--- src/cevec_regs.svh ---
// Vector numbers, vector layout and reset timing constants for the exception vectoring block
`ifndef CEVEC_REGS_SVH
`define CEVEC_REGS_SVH

`define CEVEC_VNUM_W 5
`define CEVEC_VEC_RESET 5'h00
`define CEVEC_VEC_RSVD_LO 5'h01
`define CEVEC_VEC_RSVD_HI 5'h06
`define CEVEC_VEC_NMI 5'h07
`define CEVEC_VEC_TRAP_BASE 5'h08
`define CEVEC_VEC_ABRK 5'h0c
`define CEVEC_VEC_IRQ_BASE 5'h0e
`define CEVEC_IRQ_COUNT 8
`define CEVEC_WDT_HOLD_CYC 8

`endif

--- src/cevec_pkg.sv ---
// Types and vector address helper for the exception vectoring block
`include "cevec_regs.svh"

package cevec_pkg;
    typedef logic [`CEVEC_VNUM_W-1:0] cevec_vnum_type;

    typedef enum logic [2:0] {
        CEVEC_ST_RESET  = 3'h1,
        CEVEC_ST_LAUNCH = 3'h2,
        CEVEC_ST_RUN    = 3'h4
    } cevec_state_type;

    // Each vector holds a two-byte handler address
    function automatic logic [15:0] vec_addr(input cevec_vnum_type num);
        vec_addr = {10'h000, num, 1'b0};
    endfunction
endpackage

--- src/cevec_prio.sv ---
// Priority selection among pending exception sources
`timescale 1ns/1ps
`include "cevec_regs.svh"

module cevec_prio #(
    parameter int IRQ_W = `CEVEC_IRQ_COUNT
) (
    // Candidate sources
    input wire logic nmi_i,
    input wire logic trap_i,
    input wire logic [1:0] trap_num_i,
    input wire logic abrk_i,
    input wire logic [IRQ_W-1:0] irq_i,
    // Winner
    output logic any_o,
    output cevec_pkg::cevec_vnum_type vnum_o
);
    always_comb begin
        any_o = 1'b1;
        vnum_o = `CEVEC_VEC_RESET; // RQ8
        if (nmi_i) begin
            vnum_o = `CEVEC_VEC_NMI; // RQ9
        end else if (trap_i) begin
            vnum_o = `CEVEC_VEC_TRAP_BASE + {3'h0, trap_num_i}; // RQ3
        end else if (abrk_i) begin
            vnum_o = `CEVEC_VEC_ABRK; // RQ9
        end else begin
            any_o = 1'b0;
            // Lowest index wins, so scan downward
            for (int i = IRQ_W - 1; i >= 0; i--) begin
                if (irq_i[i]) begin
                    any_o = 1'b1;
                    vnum_o = `CEVEC_VEC_IRQ_BASE + 5'(i); // RQ7
                end
            end
        end
    end
endmodule

--- src/cevec_top.sv ---
// Exception acceptance and vectoring for the CPU instruction sequencer
// Function
// [RQ1] Reset is the highest exception and vector 0 is taken as soon as the clear pin is released.
// [RQ2] A watchdog overflow resets the chip and runs the very same reset sequence; the code adds a WDT_HOLD_CYC (8) cycle hold that pin reset lacks.
// [RQ3] A software trap forms its vector from its two-bit number, 0 to 3.
// [RQ4] Software traps are taken regardless of the interrupt mask bit.
// [RQ5] With the mask bit at 1 all interrupts but the non-maskable one and address break are held off.
// [RQ6] Interrupts are taken only once the current instruction or exception handling has completed.
// [RQ7] Of several pending interrupts the highest-priority one is served first.
// [RQ8] Vectors 1 to 6 are reserved and never produced.
// [RQ9] Non-maskable is vector 7, traps 8 to 11, address break 12, priority falling in that order.
// [RQ10] An accepted exception drives its two-byte vector address with a one-cycle accept strobe.
`timescale 1ns/1ps
`include "cevec_regs.svh"

module cevec_top #(
    parameter int IRQ_W = `CEVEC_IRQ_COUNT,
    parameter int WDT_HOLD_CYC = `CEVEC_WDT_HOLD_CYC
) (
    // Clock and chip reset
    input wire logic ref_clk_i,
    input wire logic srst_i,
    // Reset sources
    input wire logic chip_clear_pin_n_i,
    input wire logic wdt_overflow_i,
    // Sequencer
    input wire logic insn_boundary_i,
    input wire logic software_trap_insn_i,
    input wire logic [1:0] trap_num_i,
    input wire logic int_mask_i,
    // Interrupt sources
    input wire logic nmi_req_i,
    input wire logic addr_break_req_i,
    input wire logic [IRQ_W-1:0] irq_req_i,
    // Vector output
    output logic in_reset_o,
    output logic accept_o,
    output logic [15:0] vector_addr_o,
    output cevec_pkg::cevec_vnum_type vector_num_o
);
    ////////////////////////////////////////////////////////////////////////////
    // Pin synchroniser
    logic pin_meta_q, pin_meta_d;
    logic pin_sync_q, pin_sync_d;

    always_comb begin
        pin_meta_d = chip_clear_pin_n_i;
        pin_sync_d = pin_meta_q;
    end

    // Reset forces the pin view to asserted so release is seen cleanly
    always_ff @(posedge ref_clk_i) begin
        if (srst_i) begin
            pin_meta_q <= 1'b0;
            pin_sync_q <= 1'b0;
        end else begin
            pin_meta_q <= pin_meta_d;
            pin_sync_q <= pin_sync_d;
        end
    end

    ////////////////////////////////////////////////////////////////////////////
    // Pending latches
    logic nmi_pend_q, nmi_pend_d;
    logic trap_pend_q, trap_pend_d;
    logic [1:0] trap_num_q, trap_num_d;
    logic sel_any;
    cevec_pkg::cevec_vnum_type sel_vnum;
    cevec_pkg::cevec_state_type state_q, state_d;
    logic take_nmi, take_trap, run, irq_window;
    logic [IRQ_W-1:0] irq_open;

    always_comb begin
        run = (state_q == cevec_pkg::CEVEC_ST_RUN);
        irq_window = run && insn_boundary_i; // RQ6
        irq_open = int_mask_i ? '0 : irq_req_i; // RQ5
        take_nmi = irq_window && nmi_pend_q;
        take_trap = run && trap_pend_q && !take_nmi;
        // Set wins over clear so a fresh event is never dropped in run; outside run the latches are held clear
        nmi_pend_d = (nmi_pend_q && !take_nmi) || nmi_req_i;
        trap_pend_d = (trap_pend_q && !take_trap) || software_trap_insn_i; // RQ4
        trap_num_d = software_trap_insn_i ? trap_num_i : trap_num_q;
    end

    always_ff @(posedge ref_clk_i) begin
        if (srst_i || state_q != cevec_pkg::CEVEC_ST_RUN) begin
            nmi_pend_q <= 1'b0;
            trap_pend_q <= 1'b0;
            trap_num_q <= 2'h0;
        end else begin
            nmi_pend_q <= nmi_pend_d;
            trap_pend_q <= trap_pend_d;
            trap_num_q <= trap_num_d;
        end
    end

    cevec_prio #(
        .IRQ_W(IRQ_W)
    ) u_prio (
        .nmi_i(take_nmi),
        .trap_i(run && trap_pend_q),
        .trap_num_i(trap_num_q),
        .abrk_i(irq_window && addr_break_req_i),
        .irq_i(irq_window ? irq_open : '0),
        .any_o(sel_any),
        .vnum_o(sel_vnum)
    );

    ////////////////////////////////////////////////////////////////////////////
    // Reset sequencing and vector output
    logic [7:0] hold_q, hold_d;
    logic accept_q, accept_d;
    logic in_reset_q, in_reset_d;
    cevec_pkg::cevec_vnum_type vnum_q, vnum_d;
    logic [15:0] vaddr_q, vaddr_d;

    always_comb begin
        state_d = state_q;
        hold_d = (hold_q != 8'h00) ? hold_q - 8'h01 : 8'h00;
        accept_d = 1'b0;
        vnum_d = vnum_q;
        in_reset_d = 1'b0;
        case (state_q)
            cevec_pkg::CEVEC_ST_RESET: begin
                in_reset_d = 1'b1;
                if (pin_sync_q && hold_q == 8'h00) begin
                    state_d = cevec_pkg::CEVEC_ST_LAUNCH; // RQ1
                end
            end
            cevec_pkg::CEVEC_ST_LAUNCH: begin
                accept_d = 1'b1;
                vnum_d = `CEVEC_VEC_RESET; // RQ1
                state_d = cevec_pkg::CEVEC_ST_RUN;
            end
            default: begin
                accept_d = sel_any; // RQ10
                if (sel_any) begin
                    vnum_d = sel_vnum; // RQ7
                end
            end
        endcase
        // Watchdog and pin override the state, reset flag and accept strobe
        if (wdt_overflow_i || !pin_sync_q) begin
            state_d = cevec_pkg::CEVEC_ST_RESET; // RQ2
            in_reset_d = 1'b1;
            accept_d = 1'b0;
        end
        if (wdt_overflow_i) begin
            hold_d = 8'(WDT_HOLD_CYC); // RQ2
        end
        vaddr_d = cevec_pkg::vec_addr(vnum_d); // RQ10
    end

    always_ff @(posedge ref_clk_i) begin
        if (srst_i) begin
            state_q <= cevec_pkg::CEVEC_ST_RESET;
            hold_q <= 8'h00;
            accept_q <= 1'b0;
            in_reset_q <= 1'b1;
            vnum_q <= `CEVEC_VEC_RESET;
            vaddr_q <= 16'h0000;
        end else begin
            state_q <= state_d;
            hold_q <= hold_d;
            accept_q <= accept_d;
            in_reset_q <= in_reset_d;
            vnum_q <= vnum_d;
            vaddr_q <= vaddr_d;
        end
    end

    always_comb begin
        in_reset_o = in_reset_q;
        accept_o = accept_q;
        vector_num_o = vnum_q;
        vector_addr_o = vaddr_q;
    end
endmodule

--- config.mk ---
export PLATFORM = sky130hd
export DESIGN_NAME = cevec_top
export DESIGN_NICKNAME = d
export VERILOG_FILES = /design/src/cevec_pkg.sv /design/src/cevec_prio.sv /design/src/cevec_top.sv
export VERILOG_INCLUDE_DIRS = /design/src
export SDC_FILE = /design/constraint.sdc
export NUM_CORES = 1
export LEC_CHECK = 0
export BUFFER_PORTS_ARGS = -buffer_cell sky130_fd_sc_hd__clkbuf_2
export CAP_MARGIN = 20
export CORE_MARGIN = 1
export CORE_UTILIZATION = 45
export CTS_CLUSTER_DIAMETER = 100
export DETAILED_ROUTE_END_ITERATION = 8
export MAX_ROUTING_LAYER = met4
export PLACE_DENSITY = 0.83
export SLEW_MARGIN = 20
export SYNTH_ARGS = -nofsm -noshare
export SYNTH_HDL_FRONTEND = slang
export SYNTH_SLANG_ARGS = --single-unit
--- constraint.sdc ---
create_clock -name ref_clk_i -period 4.4 [get_ports ref_clk_i]
set_clock_uncertainty 0.2 [all_clocks]
set_input_delay 0.22 -clock ref_clk_i [delete_from_list [all_inputs] [get_ports ref_clk_i]]
set_output_delay 0.22 -clock ref_clk_i [all_outputs]
set_load 0.01 [all_outputs]
**Word-level counts from Yosys, hierarchy flattened**

Index checks and enable logic that the tools add are counted.

- Memories kept: 0
- Input port bits: 19
- Word-level logic and storage cells: 73
- Latch bits: 0
- Memory bits (writable): 0
- Register bits: 35
- Output and inout port bits: 23
- Bits in read-only memories: 0

- Equality and inequality tests: 5
- Bitwise logic cells: 1
- Div/mod/pow operators: 0
- Multiplexer cells: 32
- Reductions and logical operators: 21
- Multipliers: 0
- Shift-type cells: 0
- Add/sub/neg operators: 2
- $lt $le $gt $ge: 0

Operators with widths:

| operator | count |
|---|---|
| $mux 5 | 12 |
| $mux 8 | 2 |
| $mux 1 | 12 |
| $pmux 5 s2 | 1 |
| $logic_and 1x1->1 | 8 |
| $logic_not 8->1 | 1 |
| $mux 4 | 2 |
| $reduce_bool 8->1 | 1 |
| $sub 8x1->8 const B | 1 |
| $pmux 3 s2 | 1 |
| $add 4x2->5 const A | 1 |
| $logic_or 1x1->1 | 4 |
| $eq 3x1->1 const B | 1 |
| $eq 3x2->1 const B | 1 |
| $eq 3x3->1 const B | 1 |
| $logic_not 1->1 | 3 |
| $mux 3 | 1 |
| $ne 3x3->1 const B | 1 |
| $reduce_or 3->1 | 1 |
| $ne 2x2->1 const B | 1 |
| $pmux 1 s2 | 1 |
| $reduce_and 2->1 | 1 |
| $reduce_bool 2->1 | 1 |
| $reduce_or 2->1 | 1 |
| $not 1->1 | 1 |

**Logic depth before layout (Yosys ltp)**

Gate-level depths: netlist of run 1.

- Word-level depth: 16
- Mapped depth: 6
- Depth with buffers taken out: 6

**Hierarchy**

Synthesis of run 1 repeated with hierarchy kept, for this count alone.

- Cells, all modules: 159
- Area total of the unflattened synthesis: 1,325.0 um^2

By module, submodules not included:

| module | cells an instance | area each (um^2) | sequential area each (um^2) | instances |
|---|---|---|---|---|
| cevec_top | 137 | 1,172.4 | 480.5 | 1 |
| cevec_prio | 22 | 152.6 | 0.0 | 1 |

**Least setup slack after synthesis of run 1**

OpenSTA, ideal clock, no wires.

- Kind: flip-flop to flip-flop
- Start point: register state_q[2]
- End point: register vaddr_q[2] (netlist: vector_addr_o[2])
- Slack: 2.752 ns
- Buffers on the path: 1
- Data arrival time: 1.331 ns
- Clock period less this slack: 1.648 ns
- Stages on the path, launching flop included: 6
- Setup time: 0.117 ns
- Required time: 4.083 ns
- Cell sequence: dfxtp_1 > buf_4 > nor3b_4 > a21bo_1 > or2_4 > a32o_1

- Cells in the longest elaborated chain, start to end: 16
- Elaborated cells between the ends (all ways): 31
- Classes of those cells: eq/ne (3); mux (24); reduce/logical (4)

RTL lines:

| what | RTL line | text |
|---|---|---|
| start, declared | cevec_top.sv:69 | `cevec_pkg::cevec_state_type state_q, state_d;` |
| start signal, assigned | cevec_top.sv:156 | `state_q <= cevec_pkg::CEVEC_ST_RESET;` |
| start signal, assigned | cevec_top.sv:163 | `state_q <= state_d;` |
| $eq 3x3->1 | cevec_top.sv:74 | `run = (state_q == cevec_pkg::CEVEC_ST_RUN);` |
| $logic_and 1x1->1 | cevec_top.sv:75 | `irq_window = run && insn_boundary_i;` |
| $mux 8 | cevec_top.sv:104 | `.irq_i(irq_window ? irq_open : '0),` |
| $mux 1 (8 in a row) | cevec_prio.sv:31 | `if (irq_i[i]) begin` |
| $mux 1 | cevec_prio.sv:25 | `end else if (abrk_i) begin` |
| $mux 1 | cevec_prio.sv:23 | `end else if (trap_i) begin` |
| $mux 1 | cevec_prio.sv:21 | `if (nmi_i) begin` |
| $mux 5 | cevec_top.sv:137 | `if (sel_any) begin` |
| $pmux 5 s2 (*) | cevec_top.sv:123 | `case (state_q)` |
| end signal, assigned | cevec_top.sv:168 | `vaddr_q <= vaddr_d;` |
| end, declared | cevec_top.sv:115 | `logic [15:0] vaddr_q, vaddr_d;` |

Every way passes the cells marked *; elsewhere a longest branch is shown, timed or not.
A chain may end at the register's enable or synchronous reset.

**Worst setup path in the final report of run 1**

- Start point: register hold_q[5]
- End point: register hold_q[3]

- Cells in the longest elaborated chain, start to end: 3

RTL lines:

| what | RTL line | text |
|---|---|---|
| start, declared | cevec_top.sv:111 | `logic [7:0] hold_q, hold_d;` |
| start signal, assigned | cevec_top.sv:164 | `hold_q <= hold_d;` |
| $reduce_bool 8->1 | cevec_top.sv:119 | `hold_d = (hold_q != 8'h00) ? hold_q - 8'h01 : 8'h00;` |
| $mux 4 | cevec_top.sv:119 |  |
| $mux 4 | cevec_top.sv:148 | `if (wdt_overflow_i) begin` |

No other way between the ends.

==> run summary, run 1 <==
The critical path goes through nor4_1, nand3_1, a21oi_1, nor2_1, dlygate4sd3_1. Max-cap violations in this run came to 0. Level count of the clock H-tree: 1. The fraction of synthesized cell area taken by the top area cell type works out to 37.9%.

The most common flop cell mapped by yosys is dfxtp_1. After synthesis the netlist holds a flip-flop and latch count of 24. In the final timing run, aggregate negative setup slack is 0 ns.

The tools report the area inside the core boundary as 0.00257 mm2. The global-route usage over all layers is 19.7%. Dividing the synthesized area by the synthesized cell count gives 8.79 um2.

TritonCTS built the clock tree. The analysis attributes to cell leakage a power of 0.655 nW. STA classifies the critical path startpoint as a flop. After clock tree synthesis, the clock-pin slew on the worst setup and hold paths is 0.13 ns. The number of nets at the end of the flow was 202. The total wire length after detailed routing is 2540 um, and the vertical die dimension is 55.0 um. The instance count of the mapped netlist was 144; the routability congestion estimate from global placement was 0.864. Counting distinct cell types in the post-synthesis netlist gives 42. The run finished with clean final reports. Cells with a size suffix above 1 make up 21.7% of the layout.

The number of failing setup endpoints in the final timing report was 0; the part of the cycle the worst path needs was 47.7%. The clock network latency to the later pin of the worst-skew pair was 0.31 ns; the number of nets with antenna violations after detailed routing was 0. The cell area that synthesis handed to floorplanning was 0.00127 mm2.

The number of synthesis warnings was 0; the final core utilization was 58.2%. The worst setup path is captured at a flop. Number of synthesized flops with an enable pin: 0. Clock tree synthesis inserted a total of 3 buffers. The clock net sink count is 24, and the residual DRC count is 0. The maximum cell stage delay along the critical path works out to 0.57 ns.

Number of antenna violations at the first check in global routing: 0. The first global-routing pass estimated 4140 um of wire. Yosys attributes the largest share of cell area to dfxtp_1 (38%), buf_4 (10%), nor2_1 (6.2%), nand2b_1 (2.5%), a21oi_1 (2.4%).

Before antenna repair, the detailed router went through 5 iterations. The count of inserted antenna diode cells is 0, and the number of port buffers is 30. Counting flops with an async set or reset pin after synthesis yields a share of 0%.

The pin count of the biggest net entering global routing was 14; the via count of the first global-routing pass was 1,027. The root buffer cell chosen for the clock tree is clkbuf_4. The floorplan step defined a die boundary enclosing 0.00303 mm2. The worst setup margin came out at 2.30 ns. The slowest cell on the critical path is dlygate4sd3_1. The critical path is of the flop to flop type. Sequential elements use 37.9% of the synthesized area.

The fraction of met2 tracks used by global routing is 33.5%. Subtracting the final worst setup slack from the clock period gives 2.10 ns. In this run the worst path has a maximum fanout of 4.

The die is 55.0 um wide. Yosys instantiated no cell more often than dfxtp_1. On the critical path the largest part of the delay comes from simple AND/OR/NAND/NOR gates.

In this run the tightest slew margin relative to its limit is 61.6%. The maximum ir drop on the vdd rail came out at 0.281 mV. The tools report the data arrival time of the critical path as 2.11 ns. Setup repair after global routing left no endpoint under its margin. The critical path buffer and inverter count is 1, and the post-synthesis to final-layout area growth is 18.1%.

Global routing used 23.0% of the available met1 tracks. The detailed router finished its first iteration with 22 violations. In the global route stage, met3 resource usage came out at 3.55%. The detailed router placed 1,086 vias in this run.

The critical path required time is 4.41 ns, and the I/O pin total is 42. The tools report the final number of max-transition violations as 0. Sorting the synthesized cells by how often they occur yields dfxtp_1 (24), nor2_1 (21), buf_4 (17). The total half-perimeter wirelength after legalization and detailed placement came out at 1880 um. The standard-cell row count is 18. Before CTS, the worst setup slack after placement is 2.58 ns. For this run, the top clock speed supported by timing is 0.477 GHz. Largest buffer count on any clock path: 2. Class of the most critical hold timing path: input port to flop. The effective utilization at floorplan is 49.3%, and the via density per instance is 5.17.

The post-synthesis cell type with the largest combined area was dfxtp_1. In the final routed layout, each cell accounts on average for 12.1 um. At the pin with the least slew margin, the transition time is 0.572 ns.

The total power divided by cell area works out to 345 mW/mm2. After global routing, the most crowded layer is met2. For this run the aggregate overflow at the end of global routing stands at 0. The total count of hold-check failures in the final report came out at 0.
[layout make-up]
| type | instances | area (um2) |
|---|---|---|
| multi-input cells | 105 | 664 |
| inverters | 7 | 26.3 |
| repair buffers | 40 | 250 |
| flip-flops and latches | 24 | 480 |
| clock buffers | 4 | 36.3 |
| well taps | 30 | 37.5 |
| fillers | 235 | 1070 |
[layout by cell type, fill, tap and decap left out, drive strengths merged]
cell,instances
clkbuf,34
a21oi,6
conb,11
a2111o,2
xor2,3
a31oi,1
mux2,1
nor2b,4
nand2,7
nor4,3
and3,1
a21boi,1
dfxtp,24
inv,7
a22oi,2
or2,1
nor4bb,1
and2,1
mux2i,2
nand2b,5
a32o,2
o211ai,2
o31a,1
o21ai,3
ha,2
nor2,21
o21a,1
o21bai,2
or4,1
a21o,1
dlygate4sd3,10
nand3,3
a211oi,2
a21bo,1
xnor2,2
nor3,3
nor3b,3
o221ai,1
o311ai,2
[timing repair]
item                                   CTS  global route
hold buffers                            10             0
endpoints found under the hold margin    8             0
buffers inserted                         0             0
gates resized for setup                  0             0
[sequential cells by signal (all words and copies together), names as in the netlist]
signal,flops
accept_o,1
hold_q,8
in_reset_o,1
nmi_pend_q,1
pin_meta_q,1
pin_sync_q,1
state_q,3
trap_num_q,2
trap_pend_q,1
vector_addr_o,5
[per-layer routing]
| layer | wire length (um) | part of all wire, % | vias up |
|---|---|---|---|
| met3 | 109 | 4.3 | 4 |
| met4 | 21 | 0.83 | 0 |
| met5 | 0 | 0 | - |
| met2 | 1230 | 48 | 41 |
| li1 | - | - | 547 |
| met1 | 1180 | 46 | 494 |
[worst reg2reg max path: stages (launching register included)]
cell and delay (ns):
dfxtp_1 0.36, nor4_1 0.41, nand3_1 0.23, a21oi_1 0.17, nor2_1 0.06, dlygate4sd3_1 0.57
[kinds of logic (layout without fill, tap and decap cells)]
group           count (synthesis)  after routing  share of synthesized area (%)
compound gates                 30             30                           17.5
xor+xnor                        5              5                           3.46
simple gates                   54             54                           23.8
buf+inv                        25             51                           12.5
flops                          24             24                           37.9
mux                             3              3                           2.47
fa+ha+maj                       2              2                           1.98
other cells                     1             11                          0.296
[final timing paths]
check	from	endpoint	slack (ns)	cells after the start
worst max-delay path	hold_q[5]$_SDFF_PP0_	hold_q[3]$_SDFF_PP0_	2.30	5
worst min-delay path	irq_req_i[0]	vector_addr_o[1]$_SDFFE_PP0P_	0.08	3
worst max register to register	hold_q[5]$_SDFF_PP0_	hold_q[3]$_SDFF_PP0_	2.30	5
worst min register to register	hold_q[0]$_SDFF_PP0_	hold_q[0]$_SDFF_PP0_	0.25	1
[metrics by stage]
step	hold slack [ns]	total power (W)	cells	area, um2
after floorplan	0.0916	0.000363	154	1300
after global placement	0.218	0.000380	196	1360
after detailed placement	0.229	0.000390	196	1360
after CTS	0.0571	0.000517	210	1500
after global routing	0.0491	0.000549	210	1500
final	0.0821	0.000516	210	1500
[power by group]
group	leakage [nW]	total, W	switching, W	internal (W)
Clock	0.0210	0.000116	0.0000651	0.0000506
Combinational	0.439	0.000148	0.0000828	0.0000649
Sequential	0.195	0.000253	0.0000167	0.000236
Total	0.655	0.000516	0.000165	0.000352
Power figures use the tool's default switching activity.
==> run 2: changes to the inputs <==
- ABC_AREA: not set -> 1
- PLACE_DENSITY: 0.83 -> 0.82
- clock period: 4.4 -> 2.1 ns (I/O delays scaled with it)
==> run summary, run 2 <==
The largest buffer count on any clock path was 2. Most common flop cell mapped by yosys: dfxtp_1. The via density per instance is 4.72. The max-capacitance violation count came out at 0. After layout, the worst path uses 95.7% of the clock period. The level count of the clock H-tree is 1, and the sequential share of power is 45.2%.

The path class of the tightest hold or removal check is input port to flop. Along the worst hold path, the cell count comes to 7. The tools report the register area as 480 um2.

The run gives 2730 um as the total wire length after detailed routing. The die is 57.4 um wide. The run gives 197 as the instance count of the mapped netlist.

Counting flops and latches in the post-synthesis netlist gives 24. After the last flow step, the layout net total stands at 259. hold_q holds more flip-flops than any other register. The clock input transition at the sequential cells of the worst setup and hold paths came out at 0.13 ns. Setup repair after global routing left no endpoint under its margin. The detailed-route wire length per cell is 10.2 um, and the total power divided by cell area is 670 mW/mm2.

The detailed router finished its first iteration with 37 violations. Each instance of the synthesized netlist takes up on average 7.01 um2. The clock net sink count is 24.

The checks that failed: design-rule violations. Once routing completed, OpenROAD measured the worst setup slack at 0.0912 ns. The total count of hold-check failures in the final report was 0. Timing would allow up to 0.498 GHz. The total overflow left after global routing is 0. Counting flops with an async set or reset pin after synthesis yields a share of 0%.

IR analysis of the VDD net gives a maximum drop of 0.470 mV. At the worst endpoint, the arrival time is 2.09 ns. The via count of the first global-routing pass was 1,188.

The area growth from synthesis to layout is 21.3%. The synthesized netlist occupies a cell area of 0.00138 mm2. The post-place setup slack is 0.463 ns. Of all nets on the critical path, the largest fanout is 4.

The commonest cells after synthesis are nand2_1 (32), inv_1 (31), dfxtp_1 (24), nor2_1 (24), buf_4 (16). The launch instance of the worst register-to-register path is hold_q[0]$_SDFF_PP0_. The category of the critical setup timing path was input port to flop. The first detailed-routing pass took 9 iterations. dfxtp_1 takes more of the synthesized area than any other cell.

The worst register-to-register path has a depth of 8. The clock buffer count from CTS is 3. The number of antenna diodes in the final layout is 0. The internal power of the cells totals 0.000793 W.

The number of synthesis warnings is 0. Setup violations remaining at the end of the flow were counted as 0. The die covers 0.00330 mm2.

The global-route wire length before repair is 4750 um, and the number of synthesized flops with an enable pin is 0. For the final number of max-transition violations, the log shows 0. The analysis attributes to cell leakage a power of 0.874 nW. Net switching is 29.3% of the power. The number of nets with antenna violations after detailed routing came out at 0. The clock network burns 30.3% of the power. The number of antenna violations at the first check in global routing came out at 0.

In the final layout, the multi-input gates occupy 693 um2. The tree is rooted in a clkbuf_4. In this run the biggest area consumer among cell types represents 34.8% of the synthesized area.

The number of library cell types mapped by synthesis was 30. The smallest clock period supported by the final layout is computed as 2.01 ns. The run gives 0 ns as the sum of negative setup slack. The flow ran to the end, but the final reports show violations. Leaving out fill and tap cells, the most frequent cells in the layout are nand2_1 (32), inv_1 (31), clkbuf_2 (30).

In the routed design, unresolved DRC markers number 8. For this configuration, the core starts out at a cell density of 48.8%. The number of port buffers works out to 30.

Summed over all nets, the switching power comes to 0.000329 W. Clock latency on the worst-skew pair, taken at its later pin, is 0.33 ns. The routability congestion estimate from global placement was 0.850; the number of flip-flops in the largest register was 8. The library cell used most frequently in the layout, excluding fill and tap cells, is nand2_1. The tools report the critical path launch point as software_trap_insn_i.

The area inside the core boundary came out at 0.00283 mm2. Entering global routing, the biggest net connects 15 pins. Share of total power in combinational logic: 24.5%. STA classifies the critical path startpoint as an input port. Pin placement for this block handled 42 I/O pins. STA classifies the critical path endpoint as a flop. The startpoint of the lowest-slack hold path was addr_break_req_i. Fill cells in the final layout number 280. TritonCTS built the clock tree. The global-route usage over all layers was 19.4%; the share of post-route cells with drive strength above 1 was 24.1%.

For this block, the via count after detailed routing is 1,265. For the total half-perimeter wirelength after legalization and detailed placement, the log shows 1990 um. The logs give 34.8% for the sequential cell area fraction in the yosys report and 2.18 ns for the critical path required time. Ranked by total cell area, the synthesized netlist is headed by dfxtp_1 (35%), buf_4 (8.7%), nand2_1 (8.7%), inv_1 (8.4%), nor2_1 (6.5%).

In this run the core area contains 19 standard-cell rows. By instance count, the leading cell after synthesis is nand2_1. The die is 57.4 um tall.
==> run 2: changes by cell type in the layout (fill, tap and decap cells not counted), moves of 3 or more <==
cell and delta:
dlygate4sd3_1 +3, nor2b_1 -4, nor2_2 +3, nand2_1 +25, nand2_2 +6, a21oi_1 +9, nand3_1 +8, nand2b_1 -5
nand4_1 +4, inv_1 +24
==> run 2: repair_timing <==
item,CTS,global route
hold endpoints to repair,21,0
endpoints found under the setup margin,0,1
setup buffers,0,0
hold buffers,13,0
resized for setup,0,2
==> run 2: final cells by class <==
| class | instances | area share, % |
|---|---|---|
| tap | 31 | 2.32 |
| clock buffer | 3 | 1.34 |
| sequential | 24 | 28.7 |
| inverter | 34 | 7.77 |
| clock inverter | 1 | 1.79 |
| timing repair buffer | 43 | 16.7 |
| multi-input combinational | 132 | 41.4 |
==> run 2: final timing paths <==
kind,endpoint,slack [ns]
hold reg to reg,hold_q[0]$_SDFF_PP0_,0.22
setup / recovery,trap_num_q[0]$_SDFFE_PP0P_,0.09
hold / removal,vector_addr_o[3]$_SDFFE_PP0P_,0.04
setup reg to reg,hold_q[3]$_SDFF_PP0_,0.11
==> run 2: power groups by stage <==
| stage | Sequential, W | Clock [W] | Combinational (W) |
|---|---|---|---|
| after global placement | 0.000514 | 0 | 0.000226 |
| after global routing | 0.000511 | 0.000362 | 0.000313 |
| after floorplan | 0.000511 | 0 | 0.000196 |
| final | 0.000507 | 0.000340 | 0.000275 |
| after CTS | 0.000505 | 0.000347 | 0.000259 |
| after detailed placement | 0.000514 | 0 | 0.000237 |
==> run 2: cells by family after synthesis <==
| group | synth area share [%] |
|---|---|
| flops | 34.8 |
| simple gates | 32.3 |
| xor+xnor | 1.27 |
| compound gates | 11.1 |
| fa+ha+maj | 1.81 |
| buf+inv | 18.4 |
| other cells | 0.271 |
==> run 2: critical path, stage by stage <==
cell and delay, ns:
dlygate4sd3_1 0.53, clkbuf_2 0.14, nand2_1 0.05, dlygate4sd3_1 0.55
a21oi_1 0.15, dlygate4sd3_1 0.56
==> run 2: per-layer routing <==
layer / part of all wire [%] / vias to the layer above / global-route usage (%) / routed length (um)
met2: 50 / 33 / 33.9 / 1370
met3: 3.9 / 5 / 4.76 / 107
met5: 0 / - / - / 0
met4: 1.7 / 0 / 7.32 / 46
li1: - / 666 / - / -
met1: 44 / 561 / 21.1 / 1200
==> run 2: per-stage QoR <==
| stage | cells | area, um2 | hold WS [ns] | total power, W | utilization [%] |
|---|---|---|---|---|---|
| 4_1_cts | 268 | 1670 | 0.0312 | 0.00111 | 58.9 |
| 2_1_floorplan | 207 | 1420 | 0.0120 | 0.000707 | - |
| 5_1_grt | 268 | 1680 | 0.0953 | 0.00119 | 59.2 |
| 3_5_place_dp | 251 | 1480 | 0.102 | 0.000751 | 52.5 |
| 6_report | 268 | 1680 | 0.0388 | 0.00112 | 59.2 |
| 3_3_place_gp | 251 | 1480 | 0.101 | 0.000740 | 52.5 |
